**src/rtl/spacing_pkg.sv**
```systemverilog
// Constants, types and timing limits for the DDR4 command spacing controller
package spacing_pkg;

    // ----------------------------------------
    // Clock and limit conversion
    // ----------------------------------------
    localparam int CLK_PERIOD_PS = 40000;

    function automatic int cyc(input int nck, input int ps);
        int c;
        c = (ps + CLK_PERIOD_PS - 1) / CLK_PERIOD_PS;
        if (c < 1) c = 1;
        return (nck > c) ? nck : c;
    endfunction

    // ----------------------------------------
    // Timing limits, cycles and picoseconds
    // ----------------------------------------
    localparam int COL_SAME_NCK = 5;
    localparam int COL_SAME_PS = 5000;
    localparam int COL_OTHER_NCK = 4;
    localparam int ACT_NCK = 4;
    localparam int ACT_OTHER_2K_PS = 5300;
    localparam int ACT_OTHER_SMALL_2400_PS = 3300;
    localparam int ACT_OTHER_SMALL_2666_PS = 3000;
    localparam int ACT_SAME_2K_PS = 6400;
    localparam int ACT_SAME_SMALL_PS = 4900;
    localparam int FAW_2K_NCK = 28;
    localparam int FAW_2K_PS = 30000;
    localparam int FAW_1K_NCK = 20;
    localparam int FAW_1K_PS = 21000;
    localparam int FAW_HALF_NCK = 16;
    localparam int FAW_HALF_2400_PS = 13000;
    localparam int FAW_HALF_2666_PS = 12000;
    localparam int WTR_OTHER_NCK = 2;
    localparam int WTR_OTHER_PS = 2500;
    localparam int WTR_SAME_NCK = 4;
    localparam int WTR_SAME_PS = 7500;
    localparam int RTP_NCK = 4;
    localparam int RTP_PS = 7500;
    localparam int WR_PS = 15000;
    localparam int CRC_DM_NCK = 5;
    localparam int CRC_DM_PS = 3750;
    localparam int MRD_NCK = 8;
    localparam int BURST_HALF_NCK = 4;

    localparam logic [7:0] COL_SAME_CYC = 8'(cyc(COL_SAME_NCK, COL_SAME_PS));
    localparam logic [7:0] COL_OTHER_CYC = 8'(COL_OTHER_NCK);
    localparam logic [7:0] ACT_OTHER_2K_CYC = 8'(cyc(ACT_NCK, ACT_OTHER_2K_PS));
    localparam logic [7:0] ACT_OTHER_2400_CYC = 8'(cyc(ACT_NCK, ACT_OTHER_SMALL_2400_PS));
    localparam logic [7:0] ACT_OTHER_2666_CYC = 8'(cyc(ACT_NCK, ACT_OTHER_SMALL_2666_PS));
    localparam logic [7:0] ACT_SAME_2K_CYC = 8'(cyc(ACT_NCK, ACT_SAME_2K_PS));
    localparam logic [7:0] ACT_SAME_SMALL_CYC = 8'(cyc(ACT_NCK, ACT_SAME_SMALL_PS));
    localparam logic [7:0] FAW_2K_CYC = 8'(cyc(FAW_2K_NCK, FAW_2K_PS));
    localparam logic [7:0] FAW_1K_CYC = 8'(cyc(FAW_1K_NCK, FAW_1K_PS));
    localparam logic [7:0] FAW_HALF_2400_CYC = 8'(cyc(FAW_HALF_NCK, FAW_HALF_2400_PS));
    localparam logic [7:0] FAW_HALF_2666_CYC = 8'(cyc(FAW_HALF_NCK, FAW_HALF_2666_PS));
    localparam logic [7:0] WTR_OTHER_CYC = 8'(cyc(WTR_OTHER_NCK, WTR_OTHER_PS));
    localparam logic [7:0] WTR_SAME_CYC = 8'(cyc(WTR_SAME_NCK, WTR_SAME_PS));
    localparam logic [7:0] RTP_CYC = 8'(cyc(RTP_NCK, RTP_PS));
    localparam logic [7:0] WR_CYC = 8'(cyc(1, WR_PS));
    localparam logic [7:0] CRC_DM_CYC = 8'(cyc(CRC_DM_NCK, CRC_DM_PS));
    localparam logic [7:0] MRD_CYC = 8'(MRD_NCK);
    localparam logic [7:0] BURST_HALF_CYC = 8'(BURST_HALF_NCK);

    // ----------------------------------------
    // Register map
    // ----------------------------------------
    localparam logic [3:0] ADDR_CFG = 4'h0;
    localparam logic [3:0] ADDR_STATUS = 4'h4;
    localparam logic [3:0] ADDR_ISSUED = 4'h8;
    localparam int CFG_PAGE_LSB = 0;
    localparam int CFG_GRADE_BIT = 2;
    localparam int CFG_CRC_DM_BIT = 3;
    localparam int CFG_CWL_LSB = 4;
    localparam int CFG_WIDTH = 9;
    localparam int STAT_HOLD_BIT = 0;
    localparam int STAT_STALL_LSB = 1;
    localparam int STAT_KIND_LSB = 8;
    localparam logic [8:0] CFG_RESET = 9'h092;

    // ----------------------------------------
    // Types
    // ----------------------------------------
    typedef enum logic [2:0] {
        CMD_NOP = 3'h0,
        CMD_ACT = 3'h1,
        CMD_RD = 3'h2,
        CMD_WR = 3'h3,
        CMD_PRE = 3'h4,
        CMD_MRS = 3'h5
    } cmd_kind_t;

    typedef enum logic [1:0] {
        PAGE_HALF = 2'h0,
        PAGE_1K = 2'h1,
        PAGE_2K = 2'h2
    } page_t;

    typedef enum logic [1:0] {
        ST_IDLE = 2'b01,
        ST_HOLD = 2'b10
    } state_t;

    typedef struct packed {
        cmd_kind_t kind;
        logic [1:0] bg;
        logic [1:0] ba;
        logic [16:0] addr;
    } cmd_t;

    typedef struct packed {
        logic [4:0] cwl;
        logic crc_dm;
        logic grade_2666;
        page_t page;
    } cfg_t;

endpackage

```
**src/rtl/elapsed_counter.sv**
```systemverilog
// Saturating count of cycles since the last restart
`timescale 1ns/100ps
`default_nettype none
module elapsed_counter #(
    parameter int W = 8
) (
    input wire logic clk_sys,
    input wire logic rstn,
    input wire logic restart,
    output logic [W-1:0] count
);
    // Reset reads as long ago, so nothing stalls after reset
    always_ff @(posedge clk_sys or negedge rstn) begin
        if (!rstn) begin
            count <= '1;
        end else if (restart) begin
            count <= W'(1);
        end else if (count != '1) begin
            count <= count + W'(1);
        end
    end
endmodule
`default_nettype wire

```
**src/rtl/act_window.sv**
```systemverilog
// Ages of the last few activates for the rolling activate window
`timescale 1ns/100ps
`default_nettype none
module act_window #(
    parameter int W = 8,
    parameter int DEPTH = 4
) (
    input wire logic clk_sys,
    input wire logic rstn,
    input wire logic act,
    input wire logic [W-1:0] window,
    output logic ok
);
    logic [W-1:0] age [DEPTH];

    always_ff @(posedge clk_sys or negedge rstn) begin
        if (!rstn) begin
            for (int i = 0; i < DEPTH; i++) begin
                age[i] <= '1;
            end
        end else if (act) begin
            age[0] <= W'(1);
            for (int i = 1; i < DEPTH; i++) begin
                age[i] <= (age[i-1] == '1) ? '1 : age[i-1] + W'(1);
            end
        end else begin
            for (int i = 0; i < DEPTH; i++) begin
                if (age[i] != '1) begin
                    age[i] <= age[i] + W'(1);
                end
            end
        end
    end

    // A new activate would be the fifth once the oldest is inside the window
    always_comb begin
        ok = (age[DEPTH-1] >= window);
    end
endmodule
`default_nettype wire

```
**src/rtl/ddr4_cmd_spacer.sv**
```systemverilog
// Command spacing controller that paces commands toward a DDR4 device
//
// Local design decisions: strobed register access and the placing of the registers.
`timescale 1ns/100ps
`default_nettype none
module ddr4_cmd_spacer #(
    parameter int W = 8
) (
    input wire logic clk_sys,
    input wire logic rstn,
    input wire logic [3:0] reg_addr,
    input wire logic [31:0] reg_wdata,
    input wire logic reg_wr,
    input wire logic reg_rd,
    output logic [31:0] reg_rdata,
    input wire logic cmd_valid,
    input wire spacing_pkg::cmd_t cmd_in,
    output logic cmd_ready,
    output spacing_pkg::cmd_t dev_cmd
);
    import spacing_pkg::*;

    // ----------------------------------------
    // Declarations
    // ----------------------------------------
    cfg_t cfg;
    state_t state;
    state_t next_state;
    cmd_t held;
    cmd_kind_t last_kind;
    logic [15:0] issued;
    logic [1:0] last_col_bg;
    logic [1:0] last_act_bg;
    logic [1:0] last_wr_bg;
    logic [W-1:0] col_since;
    logic [W-1:0] act_since;
    logic [W-1:0] wr_since;
    logic [W-1:0] rd_since;
    logic [W-1:0] mrs_since;
    logic [7:0] act_same;
    logic [7:0] act_other;
    logic [7:0] faw;
    logic [7:0] crc_add;
    logic [7:0] wr_start;
    logic [7:0] wtr_same;
    logic [7:0] wtr_other;
    logic [7:0] wr_pre;
    logic faw_ok;
    logic is_col;
    logic col_ok;
    logic act_ok;
    logic wtr_ok;
    logic pre_ok;
    logic mrs_ok;
    logic issue;
    logic [5:0] stall;
    logic is_act;
    logic [7:0] col_lim;
    logic [7:0] act_lim;
    logic [7:0] wtr_lim;
    logic issue_col;
    logic issue_act;
    logic issue_wr;
    logic issue_rd;
    logic issue_mrs;

    // ----------------------------------------
    // Limits chosen by configuration
    // ----------------------------------------
    always_comb begin
        case (cfg.page)
            PAGE_2K: begin
                act_other = ACT_OTHER_2K_CYC;
                act_same = ACT_SAME_2K_CYC;
                faw = FAW_2K_CYC;
            end
            PAGE_1K: begin
                act_other = cfg.grade_2666 ? ACT_OTHER_2666_CYC : ACT_OTHER_2400_CYC;
                act_same = ACT_SAME_SMALL_CYC;
                faw = FAW_1K_CYC;
            end
            PAGE_HALF: begin
                act_other = cfg.grade_2666 ? ACT_OTHER_2666_CYC : ACT_OTHER_2400_CYC;
                act_same = ACT_SAME_SMALL_CYC;
                faw = cfg.grade_2666 ? FAW_HALF_2666_CYC : FAW_HALF_2400_CYC;
            end
            default: begin
                // Unused page code falls back to the strictest limits
                act_other = ACT_OTHER_2K_CYC;
                act_same = ACT_SAME_2K_CYC;
                faw = FAW_2K_CYC;
            end
        endcase
    end

    always_comb begin
        crc_add = cfg.crc_dm ? CRC_DM_CYC : 8'h00;
        // Internal write starts after write latency plus the data burst
        wr_start = {3'h0, cfg.cwl} + BURST_HALF_CYC;
        wtr_same = wr_start + WTR_SAME_CYC + crc_add;
        wtr_other = wr_start + WTR_OTHER_CYC + crc_add;
        wr_pre = wr_start + WR_CYC + crc_add;
    end

    // ----------------------------------------
    // Limits chosen by bank group
    // ----------------------------------------
    // Each limit compares against the last command of its own kind
    always_comb begin
        if (held.bg == last_col_bg) begin
            col_lim = COL_SAME_CYC;
        end else begin
            col_lim = COL_OTHER_CYC;
        end
        if (held.bg == last_act_bg) begin
            act_lim = act_same;
        end else begin
            act_lim = act_other;
        end
        if (held.bg == last_wr_bg) begin
            wtr_lim = wtr_same;
        end else begin
            wtr_lim = wtr_other;
        end
    end

    // ----------------------------------------
    // Spacing checks on the held command
    // ----------------------------------------
    always_comb begin
        is_col = (held.kind == CMD_RD) || (held.kind == CMD_WR);
        is_act = (held.kind == CMD_ACT);
        col_ok = !is_col ||
            (col_since >= W'(col_lim));
        act_ok = !is_act ||
            ((act_since >= W'(act_lim)) && faw_ok);
        wtr_ok = (held.kind != CMD_RD) ||
            (wr_since >= W'(wtr_lim));
        // Precharge waits on the last read and write to any bank: safe, slightly slow
        pre_ok = (held.kind != CMD_PRE) ||
            ((rd_since >= W'(RTP_CYC)) && (wr_since >= W'(wr_pre)));
        mrs_ok = (held.kind != CMD_MRS) || (mrs_since >= W'(MRD_CYC));
        issue = (state == ST_HOLD) && col_ok && act_ok && wtr_ok && pre_ok && mrs_ok;
        stall = {!mrs_ok, !pre_ok, !wtr_ok, !faw_ok && is_act, !act_ok, !col_ok};
    end

    // ----------------------------------------
    // Restart strobes
    // ----------------------------------------
    // One strobe per history, so a counter restarts only on its own kind
    always_comb begin
        issue_col = issue && is_col;
        issue_act = issue && is_act;
        issue_wr = issue && (held.kind == CMD_WR);
        issue_rd = issue && (held.kind == CMD_RD);
        issue_mrs = issue && (held.kind == CMD_MRS);
    end

    // ----------------------------------------
    // History of issued commands
    // ----------------------------------------
    elapsed_counter #(.W(W)) u_col (
        .clk_sys(clk_sys),
        .rstn(rstn),
        .restart(issue_col),
        .count(col_since)
    );

    elapsed_counter #(.W(W)) u_act (
        .clk_sys(clk_sys),
        .rstn(rstn),
        .restart(issue_act),
        .count(act_since)
    );

    elapsed_counter #(.W(W)) u_wr (
        .clk_sys(clk_sys),
        .rstn(rstn),
        .restart(issue_wr),
        .count(wr_since)
    );

    elapsed_counter #(.W(W)) u_rd (
        .clk_sys(clk_sys),
        .rstn(rstn),
        .restart(issue_rd),
        .count(rd_since)
    );

    elapsed_counter #(.W(W)) u_mrs (
        .clk_sys(clk_sys),
        .rstn(rstn),
        .restart(issue_mrs),
        .count(mrs_since)
    );

    act_window #(.W(W), .DEPTH(4)) u_faw (
        .clk_sys(clk_sys),
        .rstn(rstn),
        .act(issue_act),
        .window(W'(faw)),
        .ok(faw_ok)
    );

    always_ff @(posedge clk_sys or negedge rstn) begin
        if (!rstn) begin
            last_col_bg <= 2'h0;
            last_act_bg <= 2'h0;
            last_wr_bg <= 2'h0;
        end else if (issue) begin
            if (is_col) begin
                last_col_bg <= held.bg;
            end
            if (held.kind == CMD_ACT) begin
                last_act_bg <= held.bg;
            end
            if (held.kind == CMD_WR) begin
                last_wr_bg <= held.bg;
            end
        end
    end

    // ----------------------------------------
    // Request holding and issue
    // ----------------------------------------
    always_comb begin
        case (state)
            ST_IDLE: next_state = (cmd_valid && cmd_ready) ? ST_HOLD : ST_IDLE;
            ST_HOLD: next_state = issue ? ST_IDLE : ST_HOLD;
            default: next_state = ST_IDLE;
        endcase
    end

    always_ff @(posedge clk_sys or negedge rstn) begin
        if (!rstn) begin
            state <= ST_IDLE;
            cmd_ready <= 1'b1;
        end else begin
            state <= next_state;
            cmd_ready <= (next_state == ST_IDLE);
        end
    end

    always_ff @(posedge clk_sys or negedge rstn) begin
        if (!rstn) begin
            held <= '0;
        end else if (cmd_valid && cmd_ready) begin
            held <= cmd_in;
        end
    end

    // Pins idle as no-operation between commands
    always_ff @(posedge clk_sys or negedge rstn) begin
        if (!rstn) begin
            dev_cmd <= '0;
        end else if (issue) begin
            dev_cmd <= held;
        end else begin
            dev_cmd <= '0;
        end
    end

    always_ff @(posedge clk_sys or negedge rstn) begin
        if (!rstn) begin
            issued <= 16'h0000;
            last_kind <= CMD_NOP;
        end else if (issue) begin
            issued <= issued + 16'h0001;
            last_kind <= held.kind;
        end
    end

    // ----------------------------------------
    // Register port
    // ----------------------------------------
    always_ff @(posedge clk_sys or negedge rstn) begin
        if (!rstn) begin
            cfg <= cfg_t'(CFG_RESET);
        end else if (reg_wr && (reg_addr == ADDR_CFG)) begin
            cfg <= cfg_t'(reg_wdata[CFG_WIDTH-1:0]);
        end
    end

    always_ff @(posedge clk_sys or negedge rstn) begin
        if (!rstn) begin
            reg_rdata <= 32'h0000_0000;
        end else if (reg_rd) begin
            case (reg_addr)
                ADDR_CFG: reg_rdata <= {23'h0, cfg};
                ADDR_STATUS: begin
                    reg_rdata <= 32'h0000_0000;
                    reg_rdata[STAT_HOLD_BIT] <= (state == ST_HOLD);
                    reg_rdata[STAT_STALL_LSB +: 6] <= (state == ST_HOLD) ? stall : 6'h00;
                    reg_rdata[STAT_KIND_LSB +: 3] <= last_kind;
                end
                ADDR_ISSUED: reg_rdata <= {16'h0000, issued};
                default: reg_rdata <= 32'h0000_0000;
            endcase
        end else begin
            // Data stands only in the cycle after the read strobe
            reg_rdata <= 32'h0000_0000;
        end
    end

endmodule
`default_nettype wire

```
**config.mk**
```make
export PLATFORM = sky130hd
export DESIGN_NAME = ddr4_cmd_spacer
export DESIGN_NICKNAME = d
export VERILOG_FILES = /design/src/rtl/spacing_pkg.sv /design/src/rtl/elapsed_counter.sv /design/src/rtl/act_window.sv /design/src/rtl/ddr4_cmd_spacer.sv
export SDC_FILE = /design/constraint.sdc
export NUM_CORES = 1
export LEC_CHECK = 0
export BUFFER_PORTS_ARGS = -buffer_cell sky130_fd_sc_hd__buf_4
export CAP_MARGIN = 20
export CORE_MARGIN = 2
export CORE_UTILIZATION = 58
export CTS_CLUSTER_SIZE = 14
export DETAILED_ROUTE_END_ITERATION = 10
export PLACE_DENSITY = 0.77
export SETUP_SLACK_MARGIN = 0.1
export SLEW_MARGIN = 20
export SYNTH_ARGS = -nofsm -noshare
export SYNTH_HDL_FRONTEND = slang
export SYNTH_SLANG_ARGS = --single-unit
```
**constraint.sdc**
```tcl
create_clock -name clk_sys -period 4.1 [get_ports clk_sys]
set_input_delay 0.41 -clock clk_sys [delete_from_list [all_inputs] [get_ports clk_sys]]
set_output_delay 0.41 -clock clk_sys [all_outputs]
set_load 0.02 [all_outputs]
```
==> impl_metrics.ini, run 1 <==
[worst_setup_path]
max_stage_delay_ns = 0.56
slowest_stage = dfstp_2
r2r_slack_ns = 0.31
worstPathRequired_ns = 4.42
reg2reg_to = last_col_bg[0]
arrival_ns = 4.11
crit_chain = ha_1, and2_1, ha_1, nor2b_1, a21oi_1, o22ai_1, nand2_1, xnor2_1, ha_1, nand4b_1, nor2_1, a221oi_2, buf_4, or3_4, buf_4, nor2_2, mux2_2
r2r_cells = 17
cpMostUsedCell = ha_1
path_class = reg -> reg
crit_fanout = 6
worstSetupStartpointType = flip-flop
r2r_start = cfg[4]
cp_top_family = simple AND/OR/NAND/NOR gates
path_buf_inv = 2
endpoint_kind = flip-flop

[synth]
ys.flop_type = dfrtp_1
synth-edff-count = 0
ys_top_cells_by_count = 94 x dfrtp_1, 80 x nor2_1, 77 x dfstp_2
yosysWarnings = 0
synth-seq-area-share_pct = 49.28
synth_top_area_cell = dfrtp_1
synth_area_mm2 = 0.008879
synthTopCellsByArea = dfrtp_1 26%, dfstp_2 23%, ha_1 6.1%
async_flop_share_pct = 100.0
avgSynthCellArea_um2 = 10.81
yosys_register_bits = 171
synthCells = 821
synthMostInstantiatedCell = dfrtp_1
netlist.area_leader.share_pct = 26.49
synth.distinct_cells = 59

[hold_path]
hp-class = in -> async

[status]
status = finished, final reports clean

[detailed_routing]
route.detailed.drc = 0
vias = 6273
dr.pass1.iters = 4
drt_iter0_drc = 452
wl_per_cell_um = 16.05
totalWireLength_mm = 17.99
ant_nets = 0
via_per_inst = 5.596

[clock_network]
cts_root_buf = clkbuf_16
clock-sinks = 171
cts_tree = yes
ctsHoldBuffers = 0
clk_latency_ns = 0.44
cts_buffers = 17
clkSlewWorstSetupHoldPaths_ns = 0.07
htree_levels = 4
cts_buffer_depth = 2

[sta]
worst_slack_ns = 0.3097
slew_headroom_pct = 33.81
hold_viol = 0
fin_crit_sh_pct = 92.45
setup_viol = 0
min_period_ns = 3.790
slew_viol_final = 0
tightest_slew_ns = 0.9852
setup_tns_ns = 0
clock-skew-final_ns = 0.01508
grt_setup_unrepaired = no
fmax_ghz = 0.2638

[die]
die_h_um = 127.7
ios = 122
dieArea_mm2 = 0.01631
row_count = 45
core_area_mm2 = 0.01509
dieWidth_um = 127.7
start_util_pct = 58.84

[run]
drv_cap = 0

[place]
dp_slack_ns = 0.1483
gp_congestion = 0.8942
io_buffers = 82
placed_area_mm2 = 0.009698
dp_hpwl_mm = 12.17

[power_and_ir_drop]
p_per_area_mw_per_mm2 = 651.1
total_power_mw = 6.827
p_leak_nw = 4.883
peakVddDrop_v = 0.0004670

[global_routing]
gr-total-overflow = 0
grt_pass1_wl_mm = 29.49
grtUsageTotal_pct = 22.90
grt_pass1_vias = 6174
grt_max_degree = 119
antenna_found_initial = 0

[layout]
area_growth_pct = 18.10
antenna_cells = 0
nNetsFinal = 1028
layout-drive-gt1-share_pct = 30.76
stdcell_area_mm2 = 0.01049
repair_timing:
action	CTS	global route
resized for setup	0	22
buffers inserted	0	2
endpoints found under the setup margin	0	89
cells in the final DEF, fill, tap and decap left out, drive strengths merged, types with 27 or more instances in the layout:
master / synthesis / final
nor2: 82 / 82
dfrtp: 94 / 94
mux2: 52 / 52
buf: 28 / 95
inv: 34 / 42
mux2i: 28 / 28
dfstp: 77 / 77
and3: 30 / 30
nand3: 46 / 46
o21ai: 27 / 27
and2: 30 / 30
ha: 43 / 43
xor2: 37 / 37
nand2: 46 / 46
metal layers:
metal | global-route usage [%] | routed length, µm | up-vias
met4 | 7.951 | 325 | 0
met3 | 5.217 | 643 | 25
met2 | 38.57 | 9217 | 118
met5 | 0 | 0 | -
li1 | - | - | 3021
met1 | 29.30 | 7805 | 3109
metrics by stage:
stage               utilization (%)  hold slack [ns]  instances
floorplan                         -           0.1144        836
global route                  69.49           0.1798       1121
finish                        69.49           0.1272       1121
global placement              64.27           0.4500       1086
CTS                           68.34           0.1668       1118
detailed placement            64.27           0.4591       1086
worst reg2reg max path: stages, from the launching register on:
cell and delay [ns]:
dfstp_2 0.56, ha_1 0.13, and2_1 0.14, ha_1 0.16
nor2b_1 0.18, a21oi_1 0.05, o22ai_1 0.16, nand2_1 0.09
xnor2_1 0.15, ha_1 0.30, nand4b_1 0.09, nor2_1 0.15
a221oi_2 0.08, buf_4 0.17, or3_4 0.44, buf_4 0.17
nor2_2 0.27, mux2_2 0.39
layout make-up:
type | instances | area [µm²]
sequential | 171 | 4375
clock inverter | 15 | 188.9
multi-input combinational | 599 | 4355
timing repair buffer | 97 | 777.0
inverter | 34 | 127.6
clock buffer | 17 | 425.4
fill | 1147 | 4604
tap | 188 | 235.2
worst max path at each step:
stage	to	startpoint	depth (start not counted)	slack, ns
finish	last_col_bg[0]	cfg[4]	17	0.31
global route	issued[9]	cfg[4]	18	0.06
CTS	last_col_bg[0]	cfg[3]	15	0.14
detailed placement	last_kind[1]	cfg[3]	15	0.15
global placement	last_kind[1]	cfg[3]	15	0.21
floorplan	u_faw.age[0]	cfg[6]	15	0.55
cell families (layout without fill, tap and decap cells):
family	after synthesis	in the layout	synth area share, %
fa+ha+maj	44	44	6.173
buf+inv	66	163	3.833
flops	171	171	49.28
simple gates	321	321	19.42
compound gates	81	81	5.538
mux	80	80	10.09
xor+xnor	57	57	5.623
other cells	1	16	0.04224
state kept, by name, summed over array words and instances (netlist names):
register / cells
last_kind: 3
u_col.count: 8
cfg: 9
issued: 16
u_rd.count: 8
state: 2
u_act.count: 8
u_mrs.count: 8
cmd_ready: 1
u_faw.age: 32
held: 24
reg_rdata: 16
last_col_bg: 2
u_wr.count: 8
dev_cmd: 24
last_wr_bg: 2
power breakdown:
| group | switching, mW | internal (mW) | leakage (nW) |
|---|---|---|---|
| Clock | 0.791 | 0.834 | 0.291 |
| Sequential | 0.491 | 2.41 | 2.04 |
| Combinational | 1.25 | 1.05 | 2.55 |
| Total | 2.53 | 4.29 | 4.88 |
Note: power is estimated with default switching activity, not from simulation.
==> inputs of run 2 (changes only) <==
RECOVER_POWER = 50   (was not set)
==> impl_metrics.ini, run 2 (synthesis gave the netlist of run 1 again) <==
[status]
status = complete, but fails checks
violations = capacitance limit, slew limit

[sta]
slew_viol_final = 119
fmax_ghz = 0.2636
clock-skew-final_ns = 0.01451
grt_setup_unrepaired = no
fin_crit_sh_pct = 92.54
tightest_slew_ns = 2.798
setup_viol = 0
hold_ws_ns = 0.1953
min_period_ns = 3.794
hold_viol = 0
slew_headroom_pct = -86.54
setup_tns_ns = 0

[clock_network]
htree_levels = 4
clock-sinks = 171
cts_buffers = 17
clk_latency_ns = 0.44
cts_buffer_depth = 2
cts_tree = yes
cts_root_buf = clkbuf_16
ctsHoldBuffers = 0
clkSlewWorstSetupHoldPaths_ns = 0.08

[worst_setup_path]
worstSetupStartpointType = flip-flop
arrival_ns = 4.14
path_class = reg -> reg
max_stage_delay_ns = 0.56
endpoint_kind = flip-flop
cp_top_family = simple AND/OR/NAND/NOR gates
path_buf_inv = 3
worstPathRequired_ns = 4.45
crit_fanout = 10
crit_chain = ha_1, and2_1, ha_1, nor2b_1, a21oi_1, o22ai_1, nand2_1, xnor2_1, ha_1, nand4b_1, nor2_1, a221oi_2, buf_4, or3_4, buf_4, buf_4, nor4_2, xor2_1
slowest_stage = dfstp_2

[layout]
multiInputGateArea_mm2 = 0.004355
final_cell_mix = 94 x dfrtp_1, 80 x nor2_1, 80 x buf_4
largest_register_ffs = 32
antenna_cells = 0
layout-drive-gt1-share_pct = 29.37
seqCellArea_mm2 = 0.004375
regMostFlops = u_faw.age
mostFrequentLayoutCell = dfrtp_1
fillers = 1164
area_growth_pct = 17.28
nNetsFinal = 1028
stdcell_area_mm2 = 0.01041
reg.largest.list = u_faw.age: 32 flops, dev_cmd: 24 flops, held: 24 flops
final_cell_count_no_fill = 1121

[run]
drv_cap = 1

[detailed_routing]
vias = 6284
route.detailed.drc = 0
ant_nets = 0
totalWireLength_mm = 18.04
via_per_inst = 5.606
wl_per_cell_um = 16.09
dr.pass1.iters = 4
drt_iter0_drc = 410

[die]
ios = 122
dieWidth_um = 127.7
start_util_pct = 58.84
core_area_mm2 = 0.01509
die_h_um = 127.7
row_count = 45
dieArea_mm2 = 0.01631

[place]
dp_cells = 1086
placed_area_mm2 = 0.009698
io_buffers = 82
gp_congestion = 0.8942
dp_hpwl_mm = 12.17

[global_routing]
grt_max_degree = 119
grt_pass1_wl_mm = 29.49
gr-total-overflow = 0
grtUsageTotal_pct = 22.90
grt_pass1_vias = 6174
antenna_found_initial = 0

[power_and_ir_drop]
p_per_area_mw_per_mm2 = 655.2
p_leak_nw = 4.816
peakVddDrop_v = 0.0004677

[hold_path]
hp-class = in -> reg
-- run 2: worst paths after layout --
check,slack [ns],end,cells past startpoint,start
max in group asynchronous,0.84,reg_rdata[1],2,rstn
min reg2reg,0.47,issued[15],1,issued[15]
min,0.20,held[12],2,cmd_in[12]
min in group asynchronous,0.88,dev_cmd[21],1,rstn
max reg2reg,0.31,issued[12],18,cfg[4]
max,0.31,issued[12],18,cfg[4]
-- run 2: power breakdown --
part | switching [mW] | internal [mW]
logic | 1.25 | 1.05
registers | 0.489 | 2.41
clock network | 0.791 | 0.834
-- run 2: area by class of cell --
class / instances / share of cell area (%)
multi-input combinational: 599 / 41.83
clock inverter: 15 / 1.814
tap: 188 / 2.259
sequential: 171 / 42.02
inverter: 34 / 1.226
clock buffer: 17 / 4.086
timing repair buffer: 97 / 6.765
-- run 2: repair_timing --
action,CTS,global route
buffers inserted,0,2
gates resized for setup,0,22
endpoints found under the setup margin,0,89
-- run 2: per-layer routing --
metal | vias up | routed length (µm) | track usage (%)
met3 | 23 | 707 | 5.217
met4 | 0 | 314 | 7.951
met2 | 131 | 9239 | 38.57
met1 | 3109 | 7779 | 29.30
met5 | - | 0 | 0
li1 | 3021 | - | -
-- run 2: per-stage QoR --
stage | util [%] | setup slack, ns | total power [mW]
global route | 69.01 | 0.05835 | 7.328
global placement | 64.27 | 0.2128 | 5.021
CTS | 68.34 | 0.1396 | 6.817
floorplan | - | 0.5483 | 4.498
finish | 69.01 | 0.3057 | 6.822
detailed placement | 64.27 | 0.1483 | 5.139
